## src/pkg/power_pin_config_defines.vh

```
// Constants for the power and pin control register bank.
// Assumes the includer uses them against an 8-bit configuration bus.
//
// Functional notes
// - Power and pin control register at index 06h clears to zero on reset.
// - Bit 0 floats IDE chip selects, blocks data bit 7 when IDE off.
// - Bit 1 floats floppy outputs, blocks inputs except disk change.
// - Bit 2 floats a down UART; its inputs read as ones.
// - Bit 3 clear: DMA acknowledge reads 1, DMA request floats.
// - Bit 4 swaps two pins between drive 1 and idle/power-down.
// - Bit 5 selective lock, set-only, protects itself and clock halving bit.
// - Global lock still locks all; selective lock only some bits.
// - Bit 6 floats parallel port outputs, blocks inputs to fixed values.
// - Clock/status register resets to zeros except strap and status bits.
// - Clock halving bit divides module clocks by two, latched from strap.
// - Bit 1 with halving gives floppy the undivided clock.
// - Bit 2 gates the EPP timeout interrupt onto the port interrupt.
// - Bits 3 and 4 pick divide by 13 or 12 per UART.
// - Read-only bit 5 shows floppy power-down state.
// - Read-only bit 6 shows floppy idle state regardless of mask.
// - Bit 7 masks idle pin low only when pin carries idle.
// - Identification register at 08h, chip code in bits 4 to 7.
// - Clocked modules stop their clock; unclocked ones lose access.
// - Chip power-down: oscillator stops or runs, pins float or drive.
// - Each module may be powered down individually in any mix.
// - Clocks return only with global power-down clear and enable set.
`ifndef POWER_PIN_CONFIG_DEFINES_VH
`define POWER_PIN_CONFIG_DEFINES_VH

// Configuration indices
`define IDX_POWER_PIN_CONTROL 8'h06
`define IDX_CLOCK_STATUS      8'h07
`define IDX_CHIP_ID           8'h08

// Power and pin control fields
`define PPC_IDE_FLOAT   0
`define PPC_FDC_FLOAT   1
`define PPC_UART_FLOAT  2
`define PPC_ECP_DMA     3
`define PPC_PIN_SELECT  4
`define PPC_SEL_LOCK    5
`define PPC_PP_FLOAT    6
`define PPC_RESET       8'h00

// Clock and status fields
`define CS_HALVE        0
`define CS_FDC_FAST     1
`define CS_EPP_TO_EN    2
`define CS_UART1_MIDI   3
`define CS_UART2_MIDI   4
`define CS_FDC_PD       5
`define CS_FDC_IDLE     6
`define CS_IDLE_MASK    7
`define CS_RESET        8'h00

// Baud prescaler divisors
`define DIV_STANDARD    4'hD
`define DIV_MIDI        4'hC

// Blocked input values
`define UART_BLOCKED    5'h1F
`define PP_BLOCKED      5'h13
`define READ_UNMAPPED   8'h00

`endif

```

## src/design/clock_halver.v

```verilog
// Module clock enables derived from the master clock.
// Assumes one master clock; enables stay high unless halved to one cycle in two.
`timescale 1ns/1ns
module clock_halver
(
  // Clock and reset
  input  wire i_mclk,
  input  wire i_rst_n,
  // Control
  input  wire i_halve,
  input  wire i_fdc_fast,
  // Enables
  output wire o_module_en,
  output wire o_fdc_en
);

  reg phase_reg;

  // ==========================================================
  // Divide by two phase
  always @(posedge i_mclk)
  begin
    if (!i_rst_n)
      phase_reg <= 1'b0;
    else
      phase_reg <= ~phase_reg;
  end

  // Halved rate unless halving is off
  assign o_module_en = ~i_halve | phase_reg;
  // Floppy takes the full rate when fast mode and halving
  assign o_fdc_en    = o_module_en | (i_halve & i_fdc_fast);

endmodule // clock_halver

```

## src/design/baud_prescaler.v

```verilog
// Baud generator input prescaler, divide by 13 or 12.
// Assumes i_tick is the module clock enable from the halver.
`timescale 1ns/1ns
`include "power_pin_config_defines.vh"
module baud_prescaler
#(
  parameter CW = 4
)
(
  // Clock and reset
  input  wire i_mclk,
  input  wire i_rst_n,
  // Control
  input  wire i_run,
  input  wire i_tick,
  input  wire i_midi,
  // Output pulse
  output reg  o_baud_en
);

  reg  [CW-1:0] count_reg;
  wire [CW-1:0] last;

  assign last = i_midi ? (`DIV_MIDI - 4'h1) : (`DIV_STANDARD - 4'h1);

  // ==========================================================
  // Count module ticks, pulse on wrap
  always @(posedge i_mclk)
  begin
    if (!i_rst_n || !i_run)
    begin
      count_reg <= {CW{1'b0}};
      o_baud_en <= 1'b0;
    end
    else
    begin
      o_baud_en <= 1'b0;
      if (i_tick)
      begin
        if (count_reg >= last)
        begin
          count_reg <= {CW{1'b0}};
          o_baud_en <= 1'b1;
        end
        else
          count_reg <= count_reg + {{(CW-1){1'b0}}, 1'b1};
      end
    end
  end

endmodule // baud_prescaler

```

## src/design/power_pin_config.v

```verilog
// Power and pin control, clock/status and identification registers.
// Assumes the index/data configuration port decodes the index and
// gives one-cycle read and write strobes; other registers live elsewhere.
`timescale 1ns/1ns
`include "power_pin_config_defines.vh"
module power_pin_config
#(
  parameter [3:0] CHIP_CODE = 4'h5,  // Arbitrary value
  parameter       FDC_IN_W  = 4
)
(
  // Clock and reset
  input  wire                i_mclk,
  input  wire                i_rst_n,
  // Configuration port
  input  wire [7:0]          i_cfg_index,
  input  wire [7:0]          i_cfg_wdata,
  input  wire                i_cfg_wr,
  input  wire                i_cfg_rd,
  output reg  [7:0]          o_cfg_rdata,
  // Straps and other configuration bits
  input  wire                i_clk_halving_strap,
  input  wire                i_global_powerdown_bit,
  input  wire                i_global_lock,
  input  wire                i_osc_stop_select,
  input  wire                i_ide_enable,
  input  wire                i_fdc_enable,
  input  wire                i_uart1_enable,
  input  wire                i_uart2_enable,
  input  wire                i_pp_enable,
  input  wire                i_ecp_enable,
  input  wire                i_ecp_dma_enable,
  // Module status and signals
  input  wire                i_fdc_powerdown_state,
  input  wire                i_fdc_idle_state,
  input  wire                i_drive1_motor,
  input  wire                i_drive1_select,
  input  wire                i_epp_timeout,
  input  wire                i_ecp_dma_request,
  // Pins arriving from outside
  input  wire                i_ide_data_bit7,
  input  wire [FDC_IN_W-1:0] i_fdc_inputs,
  input  wire                i_disk_change_input,
  input  wire [4:0]          i_uart1_inputs,
  input  wire [4:0]          i_uart2_inputs,
  input  wire [4:0]          i_pp_inputs,
  input  wire                i_ecp_dma_acknowledge,
  // Pin enables and blocked inputs
  output reg                 o_ide_select_oe,
  output reg                 o_ide_data_bit7,
  output reg                 o_fdc_outputs_oe,
  output reg  [FDC_IN_W-1:0] o_fdc_inputs,
  output reg                 o_disk_change_input,
  output reg                 o_uart1_outputs_oe,
  output reg                 o_uart2_outputs_oe,
  output reg  [4:0]          o_uart1_inputs,
  output reg  [4:0]          o_uart2_inputs,
  output reg                 o_pp_outputs_oe,
  output reg  [4:0]          o_pp_inputs,
  output reg                 o_ecp_dma_acknowledge,
  output reg                 o_ecp_dma_request,
  output reg                 o_ecp_dma_request_oe,
  // Shared pins
  output reg                 o_pin_motor_or_idle,
  output reg                 o_pin_select_or_pd,
  output reg                 o_epp_timeout_irq,
  // Power and clocking
  output reg                 o_osc_run,
  output reg                 o_fdc_clk_en,
  output reg                 o_ecp_clk_en,
  output reg  [1:0]          o_uart_baud_en,
  output reg                 o_ide_access_en,
  output reg                 o_pp_access_en,
  output reg                 o_selective_lock
);

  // ==========================================================
  // Registers and decode
  reg  [7:0] ppc_reg;
  reg  [7:0] ppc_next;
  reg  [7:0] cs_reg;
  reg  [7:0] cs_next;
  reg  [7:0] rdata_next;
  wire       wr_ok;
  wire       chip_pd;
  wire       ide_down;
  wire       fdc_down;
  wire       pp_down;
  wire [1:0] uart_down;
  wire [1:0] uart_midi;
  wire [1:0] baud_pulse;
  wire       module_en;
  wire       fdc_en;

  // Index match for one strobe
  function hit;
    input [7:0] idx;
    input [7:0] want;
    begin
      hit = (idx == want);
    end
  endfunction

  // Global lock blocks every write, selective lock only some bits
  assign wr_ok     = i_cfg_wr & ~i_global_lock;

  // Each module powers down on its own or with the whole chip
  assign chip_pd   = i_global_powerdown_bit;
  assign ide_down  = chip_pd | ~i_ide_enable;
  assign fdc_down  = chip_pd | ~i_fdc_enable;
  assign pp_down   = chip_pd | ~i_pp_enable;
  assign uart_down = {chip_pd | ~i_uart2_enable,
                      chip_pd | ~i_uart1_enable};
  assign uart_midi = {cs_reg[`CS_UART2_MIDI], cs_reg[`CS_UART1_MIDI]};

  // ==========================================================
  // Power and pin control next value
  always @*
  begin
    ppc_next = ppc_reg;
    if (wr_ok && hit(i_cfg_index, `IDX_POWER_PIN_CONTROL))
    begin
      ppc_next = i_cfg_wdata;
      // Selective lock is set-only, and held once set
      ppc_next[`PPC_SEL_LOCK] = ppc_reg[`PPC_SEL_LOCK] |
                                i_cfg_wdata[`PPC_SEL_LOCK];
    end
  end

  // ==========================================================
  // Clock and status next value; bits 5 and 6 are not stored
  always @*
  begin
    cs_next = cs_reg;
    if (wr_ok && hit(i_cfg_index, `IDX_CLOCK_STATUS))
    begin
      cs_next[`CS_FDC_FAST]   = i_cfg_wdata[`CS_FDC_FAST];
      cs_next[`CS_EPP_TO_EN]  = i_cfg_wdata[`CS_EPP_TO_EN];
      cs_next[`CS_UART1_MIDI] = i_cfg_wdata[`CS_UART1_MIDI];
      cs_next[`CS_UART2_MIDI] = i_cfg_wdata[`CS_UART2_MIDI];
      cs_next[`CS_IDLE_MASK]  = i_cfg_wdata[`CS_IDLE_MASK];
      // Halving bit frozen by the selective lock
      if (!ppc_reg[`PPC_SEL_LOCK])
        cs_next[`CS_HALVE] = i_cfg_wdata[`CS_HALVE];
    end
    cs_next[`CS_FDC_PD]   = 1'b0;
    cs_next[`CS_FDC_IDLE] = 1'b0;
  end

  // ==========================================================
  // Register update; halving bit latches the strap during reset
  always @(posedge i_mclk)
  begin
    if (!i_rst_n)
    begin
      ppc_reg            <= `PPC_RESET;
      cs_reg             <= `CS_RESET;
      cs_reg[`CS_HALVE]  <= i_clk_halving_strap;
    end
    else
    begin
      ppc_reg <= ppc_next;
      cs_reg  <= cs_next;
    end
  end

  // ==========================================================
  // Read data mux; status bits are live
  always @*
  begin
    rdata_next = o_cfg_rdata;
    if (i_cfg_rd)
    begin
      if (hit(i_cfg_index, `IDX_POWER_PIN_CONTROL))
        rdata_next = ppc_reg;
      else if (hit(i_cfg_index, `IDX_CLOCK_STATUS))
      begin
        rdata_next = cs_reg;
        rdata_next[`CS_FDC_PD]   = i_fdc_powerdown_state;
        rdata_next[`CS_FDC_IDLE] = i_fdc_idle_state;
      end
      else if (hit(i_cfg_index, `IDX_CHIP_ID))
        rdata_next = {CHIP_CODE, 4'h0};
      else
        rdata_next = `READ_UNMAPPED;
    end
  end

  // ==========================================================
  // Clock enables and baud prescalers
  clock_halver u_halver
  (
    .i_mclk      (i_mclk),
    .i_rst_n     (i_rst_n),
    .i_halve     (cs_reg[`CS_HALVE]),
    .i_fdc_fast  (cs_reg[`CS_FDC_FAST]),
    .o_module_en (module_en),
    .o_fdc_en    (fdc_en)
  );

  genvar g;
  generate
    for (g = 0; g < 2; g = g + 1)
    begin : g_baud
      baud_prescaler #(.CW(4)) u_pre
      (
        .i_mclk    (i_mclk),
        .i_rst_n   (i_rst_n),
        .i_run     (~uart_down[g]),
        .i_tick    (module_en),
        .i_midi    (uart_midi[g]),
        .o_baud_en (baud_pulse[g])
      );
    end
  endgenerate

  // ==========================================================
  // Registered outputs: pin gating, muxing and power state
  always @(posedge i_mclk)
  begin
    if (!i_rst_n)
    begin
      o_cfg_rdata           <= `READ_UNMAPPED;
      o_ide_select_oe       <= 1'b0;
      o_ide_data_bit7       <= 1'b0;
      o_fdc_outputs_oe      <= 1'b0;
      o_fdc_inputs          <= {FDC_IN_W{1'b0}};
      o_disk_change_input   <= 1'b0;
      o_uart1_outputs_oe    <= 1'b0;
      o_uart2_outputs_oe    <= 1'b0;
      o_uart1_inputs        <= `UART_BLOCKED;
      o_uart2_inputs        <= `UART_BLOCKED;
      o_pp_outputs_oe       <= 1'b0;
      o_pp_inputs           <= `PP_BLOCKED;
      o_ecp_dma_acknowledge <= 1'b1;
      o_ecp_dma_request     <= 1'b0;
      o_ecp_dma_request_oe  <= 1'b0;
      o_pin_motor_or_idle   <= 1'b0;
      o_pin_select_or_pd    <= 1'b0;
      o_epp_timeout_irq     <= 1'b0;
      o_osc_run             <= 1'b1;
      o_fdc_clk_en          <= 1'b0;
      o_ecp_clk_en          <= 1'b0;
      o_uart_baud_en        <= 2'b00;
      o_ide_access_en       <= 1'b0;
      o_pp_access_en        <= 1'b0;
      o_selective_lock      <= 1'b0;
    end
    else
    begin
      o_cfg_rdata <= rdata_next;
      // IDE chip selects float, data bit 7 blocked
      o_ide_select_oe <= ~(ppc_reg[`PPC_IDE_FLOAT] & ide_down);
      o_ide_data_bit7 <= (ppc_reg[`PPC_IDE_FLOAT] & ide_down) ?
                         1'b0 : i_ide_data_bit7;
      // Floppy outputs float, inputs blocked, disk change passes
      o_fdc_outputs_oe <= ~(ppc_reg[`PPC_FDC_FLOAT] & fdc_down);
      o_fdc_inputs     <= (ppc_reg[`PPC_FDC_FLOAT] & fdc_down) ?
                          {FDC_IN_W{1'b0}} : i_fdc_inputs;
      o_disk_change_input <= i_disk_change_input;
      // Each UART gated on its own power state
      o_uart1_outputs_oe <= ~(ppc_reg[`PPC_UART_FLOAT] & uart_down[0]);
      o_uart2_outputs_oe <= ~(ppc_reg[`PPC_UART_FLOAT] & uart_down[1]);
      o_uart1_inputs <= (ppc_reg[`PPC_UART_FLOAT] & uart_down[0]) ?
                        `UART_BLOCKED : i_uart1_inputs;
      o_uart2_inputs <= (ppc_reg[`PPC_UART_FLOAT] & uart_down[1]) ?
                        `UART_BLOCKED : i_uart2_inputs;
      // Parallel port float and fixed blocked inputs
      o_pp_outputs_oe <= ~(ppc_reg[`PPC_PP_FLOAT] & pp_down);
      o_pp_inputs     <= (ppc_reg[`PPC_PP_FLOAT] & pp_down) ?
                         `PP_BLOCKED : i_pp_inputs;
      // ECP DMA pins only when configured
      o_ecp_dma_acknowledge <= ppc_reg[`PPC_ECP_DMA] ?
                               i_ecp_dma_acknowledge : 1'b1;
      o_ecp_dma_request     <= i_ecp_dma_request;
      o_ecp_dma_request_oe  <= ppc_reg[`PPC_ECP_DMA] &
                               i_ecp_dma_enable;
      // Shared pins: drive 1 or idle / power-down indication
      if (ppc_reg[`PPC_PIN_SELECT])
      begin
        o_pin_motor_or_idle <= cs_reg[`CS_IDLE_MASK] ?
                               1'b0 : i_fdc_idle_state;
        o_pin_select_or_pd  <= i_fdc_powerdown_state;
      end
      else
      begin
        o_pin_motor_or_idle <= i_drive1_motor;
        o_pin_select_or_pd  <= i_drive1_select;
      end
      o_epp_timeout_irq <= cs_reg[`CS_EPP_TO_EN] & i_epp_timeout;
      // Whole-chip power-down: oscillator stop chosen separately
      o_osc_run    <= ~(chip_pd & i_osc_stop_select);
      // Clocks return only when global power-down clear and enabled
      o_fdc_clk_en <= fdc_en & ~fdc_down & ~chip_pd;
      o_ecp_clk_en <= module_en & ~chip_pd & i_ecp_enable &
                      i_pp_enable;
      o_uart_baud_en  <= baud_pulse;
      o_ide_access_en <= ~ide_down;
      o_pp_access_en  <= ~pp_down;
      o_selective_lock <= ppc_reg[`PPC_SEL_LOCK];
    end
  end

endmodule // power_pin_config

```

## config.mk

```make
export PLATFORM = sky130hd
export DESIGN_NAME = power_pin_config
export DESIGN_NICKNAME = d
export VERILOG_FILES = /design/src/design/clock_halver.v /design/src/design/baud_prescaler.v /design/src/design/power_pin_config.v
export VERILOG_INCLUDE_DIRS = /design/src /design/src/pkg
export SDC_FILE = /design/constraint.sdc
export NUM_CORES = 1
export LEC_CHECK = 0
export BUFFER_PORTS_ARGS = -buffer_cell sky130_fd_sc_hd__clkbuf_2
export CORE_UTILIZATION = 40
export CTS_BUF_LIST = sky130_fd_sc_hd__clkbuf_8
export DETAILED_ROUTE_END_ITERATION = 8
export PLACE_DENSITY = 0.79
export RECOVER_POWER = 50
export SYNTH_ARGS = -nofsm -noshare
export SYNTH_HDL_FRONTEND = slang
export SYNTH_SLANG_ARGS = --single-unit
```

## constraint.sdc

```tcl
create_clock -name i_mclk -period 2.2 [get_ports i_mclk]
set_clock_uncertainty 0.15 [all_clocks]
set_input_delay 0.44 -clock i_mclk [delete_from_list [all_inputs] [get_ports i_mclk]]
set_output_delay 0.44 -clock i_mclk [all_outputs]
set_load 0.01 [all_outputs]
```

Yosys cells after proc, flatten, opt, wreduce, memory -nomap -nowiden
Index checks and enable logic that the tools add are counted.
{"block": "totals", "reg_bits": 73, "inputBits": 59, "output_inout_bits": 48, "word_cells": 114}
{"block": "classes", "addsub": 2, "n_lt_le_gt_ge": 2, "eq_ne": 5, "n_mux": 15, "bitwise": 43, "reduce_logical": 14}
{"operator": "$not A1 Y1", "n": 20}
{"operator": "$eq A8 B3 Y1 const B", "n": 2}
{"operator": "$mux W8", "n": 2}
{"operator": "$and A1 B1 Y1", "n": 15}
{"operator": "$reduce_or A2 Y1", "n": 7}
{"operator": "$add A4 B1 Y4 const B", "n": 2}
{"operator": "$eq A8 B4 Y1 const B", "n": 1}
{"operator": "$ge A4 B4 Y1", "n": 2}
{"operator": "$mux W1", "n": 8}
{"operator": "$mux W4", "n": 2}
{"operator": "$or A1 B1 Y1", "n": 8}
{"operator": "$mux W7", "n": 1}
{"operator": "$mux W3", "n": 2}
{"operator": "$reduce_and A2 Y1", "n": 2}
{"operator": "$logic_and A1 B1 Y1", "n": 2}
{"operator": "$logic_or A1 B1 Y1", "n": 2}
{"operator": "$ne A2 B1 Y1 const B", "n": 1}
{"operator": "$ne A2 B2 Y1 const B", "n": 1}
{"operator": "$logic_not A1 Y1", "n": 1}

Depth between registers and ports, before layout
{"block": "depth", "depth_word": 5, "ltp_mapped": 5, "mapped_depth_nobuf": 5}

By module
From an unflattened synthesis, not the netlist that was laid out.
{"block": "hier_totals", "hier_cells": 279, "area_unflattened_um2": 2819.0}
{"mod": "power_pin_config", "instances": 1, "cells_each": 199, "area_each_um2": 2117.0, "seq_area_each_um2": 1251.2}
{"mod": "baud_prescaler", "instances": 2, "cells_each": 38, "area_each_um2": 329.1, "seq_area_each_um2": 100.1}
{"mod": "clock_halver", "instances": 1, "cells_each": 4, "area_each_um2": 43.8, "seq_area_each_um2": 20.0}

Worst setup path before layout
OpenSTA, ideal clock, no wires.
{"block": "synth_timing", "path_kind": "input port to flip-flop", "from": "input i_cfg_index[5]", "to": "register cs_reg[0], enable pin", "setup_ps": 311, "arrival_time_ps": 1257, "required_time_ps": 1739, "slack_ps": 482, "cell_stages": 3, "n_path_buf": 0, "path_cell_list": "nor4_4 > nand3_2 > o21ai_0"}
{"block": "synth_via", "elab_chain_cells": 4}
{"element": "from (decl)", "line_no": "power_pin_config.v:16", "text": "input wire [7:0] i_cfg_index,"}
{"element": "$eq A8 B3 Y1", "line_no": "power_pin_config.v:100", "text": "hit = (idx == want);"}
{"element": "$logic_and A1 B1 Y1", "line_no": "power_pin_config.v:135", "text": "if (wr_ok && hit(i_cfg_index, `IDX_CLOCK_STATUS))"}
{"element": "$ne A2 B1 Y1 (no source line)"}
{"element": "$reduce_and A2 Y1 (no source line)"}
{"element": "to (signal assigned)", "line_no": "power_pin_config.v:157", "text": "cs_reg <= `CS_RESET;"}
{"element": "to (signal, indexed assignment)", "line_no": "power_pin_config.v:158", "text": "cs_reg[`CS_HALVE] <= i_clk_halving_strap;"}
{"element": "to (signal assigned)", "line_no": "power_pin_config.v:163", "text": "cs_reg <= cs_next;"}
{"element": "to (decl)", "line_no": "power_pin_config.v:81", "text": "reg [7:0] cs_reg;"}
No other way between the ends.
A chain may end at the register's enable or synchronous reset.

Worst setup path in the final report
{"block": "layout_timing", "from": "register cs_reg[0]", "to": "register g_baud[0].u_pre.count_reg[3]"}
{"block": "layout_via", "elab_chain_cells": 2}
{"element": "$not A1 Y1", "line_no": "clock_halver.v:30", "text": "assign o_module_en = ~i_halve | phase_reg;"}
{"element": "$or A1 B1 Y1", "line_no": "clock_halver.v:30"}
{"element": "to (signal assigned)", "line_no": "baud_prescaler.v:32", "text": "count_reg <= {CW{1'b0}};"}
{"element": "to (signal assigned)", "line_no": "baud_prescaler.v:42", "text": "count_reg <= {CW{1'b0}};"}
{"element": "to (signal assigned)", "line_no": "baud_prescaler.v:46", "text": "count_reg <= count_reg + {{(CW-1){1'b0}}, 1'b1};"}
{"element": "to (decl)", "line_no": "baud_prescaler.v:21", "text": "reg [CW-1:0] count_reg;"}
No other way between the ends.

==> impl_results.md <==
* Status: complete, but fails checks
* Failing checks: DRC
* Starting Density at 0.420
* H-Tree Depth at 3
* Yosys top cell area share at 0.535
* DRT antenna net count at 0
* Worst setup SP type: register
* Vias in the first global route at 2144
* Vias at 2312
* RSZ-0062 raised after global routing: false
* Pwr/cell area at 754 mW/mm^2
* Slowest CP cell: nor2b_1
* CTS tree: yes
* Commonest cells post-synth: 72 x dfxtp_1, 26 x nand2_1, 23 x nand2b_1
* Slew @ Worst Pin at 903 ps
* Total GRT Usage at 0.186
* FF/Latch Area at 0.00147 mm^2
* Util after Layout at 0.541
* Max frequency at 529 MHz
* Vias per cell at 5.03
* Post-CTS Hold Buffers at 0
* Final setup TNS at 0 ps
* Cell Area, Synth at 0.00270 mm^2
* WS Path Type: register to register
* Hpwl dp at 4820 um
* Initial antenna violation count at 0
* Top cells by area, synth: dfxtp_1 53%, nand2b_1 5.3%, mux2i_1 4.8%
* Final Hold Vio Count at 0
* HP Class: primary input to register
* Slew Limit Fails at 0
* GPL Wtd Cong at 0.740
* CTS Buf Count at 9
* Normalized max-slew margin at 0.398
* Setup violators final at 0
* 1st-iter DRT viols at 116
* Clock transition at the registers of the reported paths at 70 ps
* CTS resizes at 0
* Area grow syn2layout at 28.8%
* Cell with the most instances after synthesis: dfxtp_1
* Fin crit period at 1890 ps
* Yosys warnings at 0
* Max-cap viol count at 0
* Core area at 0.00642 mm^2
* # diodes at 0
* Cells after Synth at 266
* Area of the multi-input gates at 0.00115 mm^2
* Most used DFF post-synth: dfxtp_1
* CP peak stage delay at 690 ps
* Max IR drop VDD at 0.309 mV
* Worst-skew pair later-pin latency at 340 ps
* Die Y at 84.1 um
* I/O pin count at 107
* CP endpoint kind: register
* Sequential fraction of the synthesis area at 0.546
* Routed wire per std cell at 14.0 um
* Die ar. at 0.00707 mm^2
* CTS root buf: clkbuf_8
* M3 GR Usage at 0.0613
* Critical path data arrival time at 1980 ps
* CTS Buffer Depth at 2
* EDFF count, synth at 1
* Tightest hold margin at 128 ps
* Die W at 84.1 um
* Share of layout cells above drive strength 1 at 0.279
* First-pass GRT wire length at 10100 um
* Post-synthesis area per instance at 10.1 um^2
* Largest net degree at the start of global routing at 23
* Synth area leader: dfxtp_1
* Worst path cell trace: nor2b_1 -> nor2_1 -> a221oi_1
* Drt drc at 28
* Filler cells at 580
* Detailed-route wire length at 6420 um
* First-pass detailed-route iteration total at 8
* GRT overflow at 0
* Post-CTS Setup Bufs at 0
* Post-Syn Nets at 333
* Crit Path Max Fanout at 14
* Number of buffers added on ports at 106
* Final Cycle Share at 0.859
* CTS Sinks at 73
* Fin nets at 445
* Yosys cell types at 38
* GRT met2 Usage at 0.307
* Row Count at 29
* Flops & latches, synth at 73
* LEAKAGE at 1.55 nW
* GRT met1 Usage at 0.225
* Worst Path Required at 2290 ps
* Post-synth ARST share at 0
* Busiest grt layer: met2
## placed cells by master (no fill, tap or decap), types with 3 or more instances in the layout
master / Yosys / routed
clkbuf_2: 1 / 83
dfxtp_1: 72 / 72
nand2_1: 26 / 26
clkbuf_1: 4 / 25
nand2b_1: 23 / 23
nand3_1: 16 / 16
o21ai_0: 14 / 14
mux2i_1: 13 / 13
clkbuf_8: 0 / 9
and2_1: 12 / 8
ha_1: 8 / 8
inv_1: 7 / 7
nor2_1: 7 / 7
a221oi_1: 6 / 6
a21oi_1: 6 / 6
a31oi_1: 6 / 6
nand3b_1: 5 / 5
or3_1: 4 / 4
and2_0: 0 / 4
and3_1: 3 / 3
nor3_1: 3 / 3
and3b_1: 3 / 3
clkinvlp_4: 0 / 3
buf_4: 1 / 3
## worst paths after layout
path / slack [ps] / depth (start not counted) / start / endpoint
setup / recovery: 310 / 3 / cs_reg[0] / g_baud[0].u_pre.count_reg[3]
hold / removal: 130 / 2 / i_uart2_inputs[2] / o_uart2_inputs[2]
setup reg to reg: 310 / 3 / cs_reg[0] / g_baud[0].u_pre.count_reg[3]
hold reg to reg: 290 / 1 / g_baud[1].u_pre.o_baud_en / o_uart_baud_en[1]
## layer usage
layer,share of wire,vias to the layer above
met3,0.075,8
met1,0.44,1055
met2,0.47,96
li1,-,1153
met5,0,-
met4,0.012,0
## area by class of cell
| type | instances | share of cell area |
|---|---|---|
| Sequential cell | 73 | 0.424 |
| Multi-Input combinational cell | 175 | 0.330 |
| Timing Repair Buffer | 111 | 0.153 |
| Clock buffer | 9 | 0.0357 |
| Tap cell | 77 | 0.0277 |
| Clock inverter | 7 | 0.0205 |
| Inverter | 8 | 0.00865 |
## cell families (layout without fill, tap and decap cells)
family,Yosys count,count (layout),share of synthesized area
AOI/OAI and AO/OA,39,39,0.0910
muxes,13,13,0.0483
DFF,73,73,0.546
xor gates and xnor gates,2,2,0.00650
and+or+nand+nor,113,113,0.243
adders and majority gates,8,8,0.0371
buffers and inverters,18,135,0.0288
## critical path: cells and delay by family (launching register included)
kind	cells	cell delay, ps
and+or+nand+nor	2	940
AOI/OAI and AO/OA	1	350
DFF	1	360
## where the power goes
group / total, mW / switching [mW] / internal, mW
clock network: 1.02 / 0.495 / 0.520
registers: 1.38 / 0.0150 / 1.37
logic: 0.218 / 0.123 / 0.0948
total: 2.62 / 0.633 / 1.98
## per-stage QoR
step	instance area [um^2]	total power, mW	std cells	setup WS, ps
after floorplan	2700	1.52	266	482
after global placement	3310	1.63	444	399
after detailed placement	3310	1.64	444	319
after CTS	3510	2.65	460	298
after global routing	3470	2.73	460	147
final	3470	2.62	460	310
No activity file was read; power rests on OpenSTA's default activity.
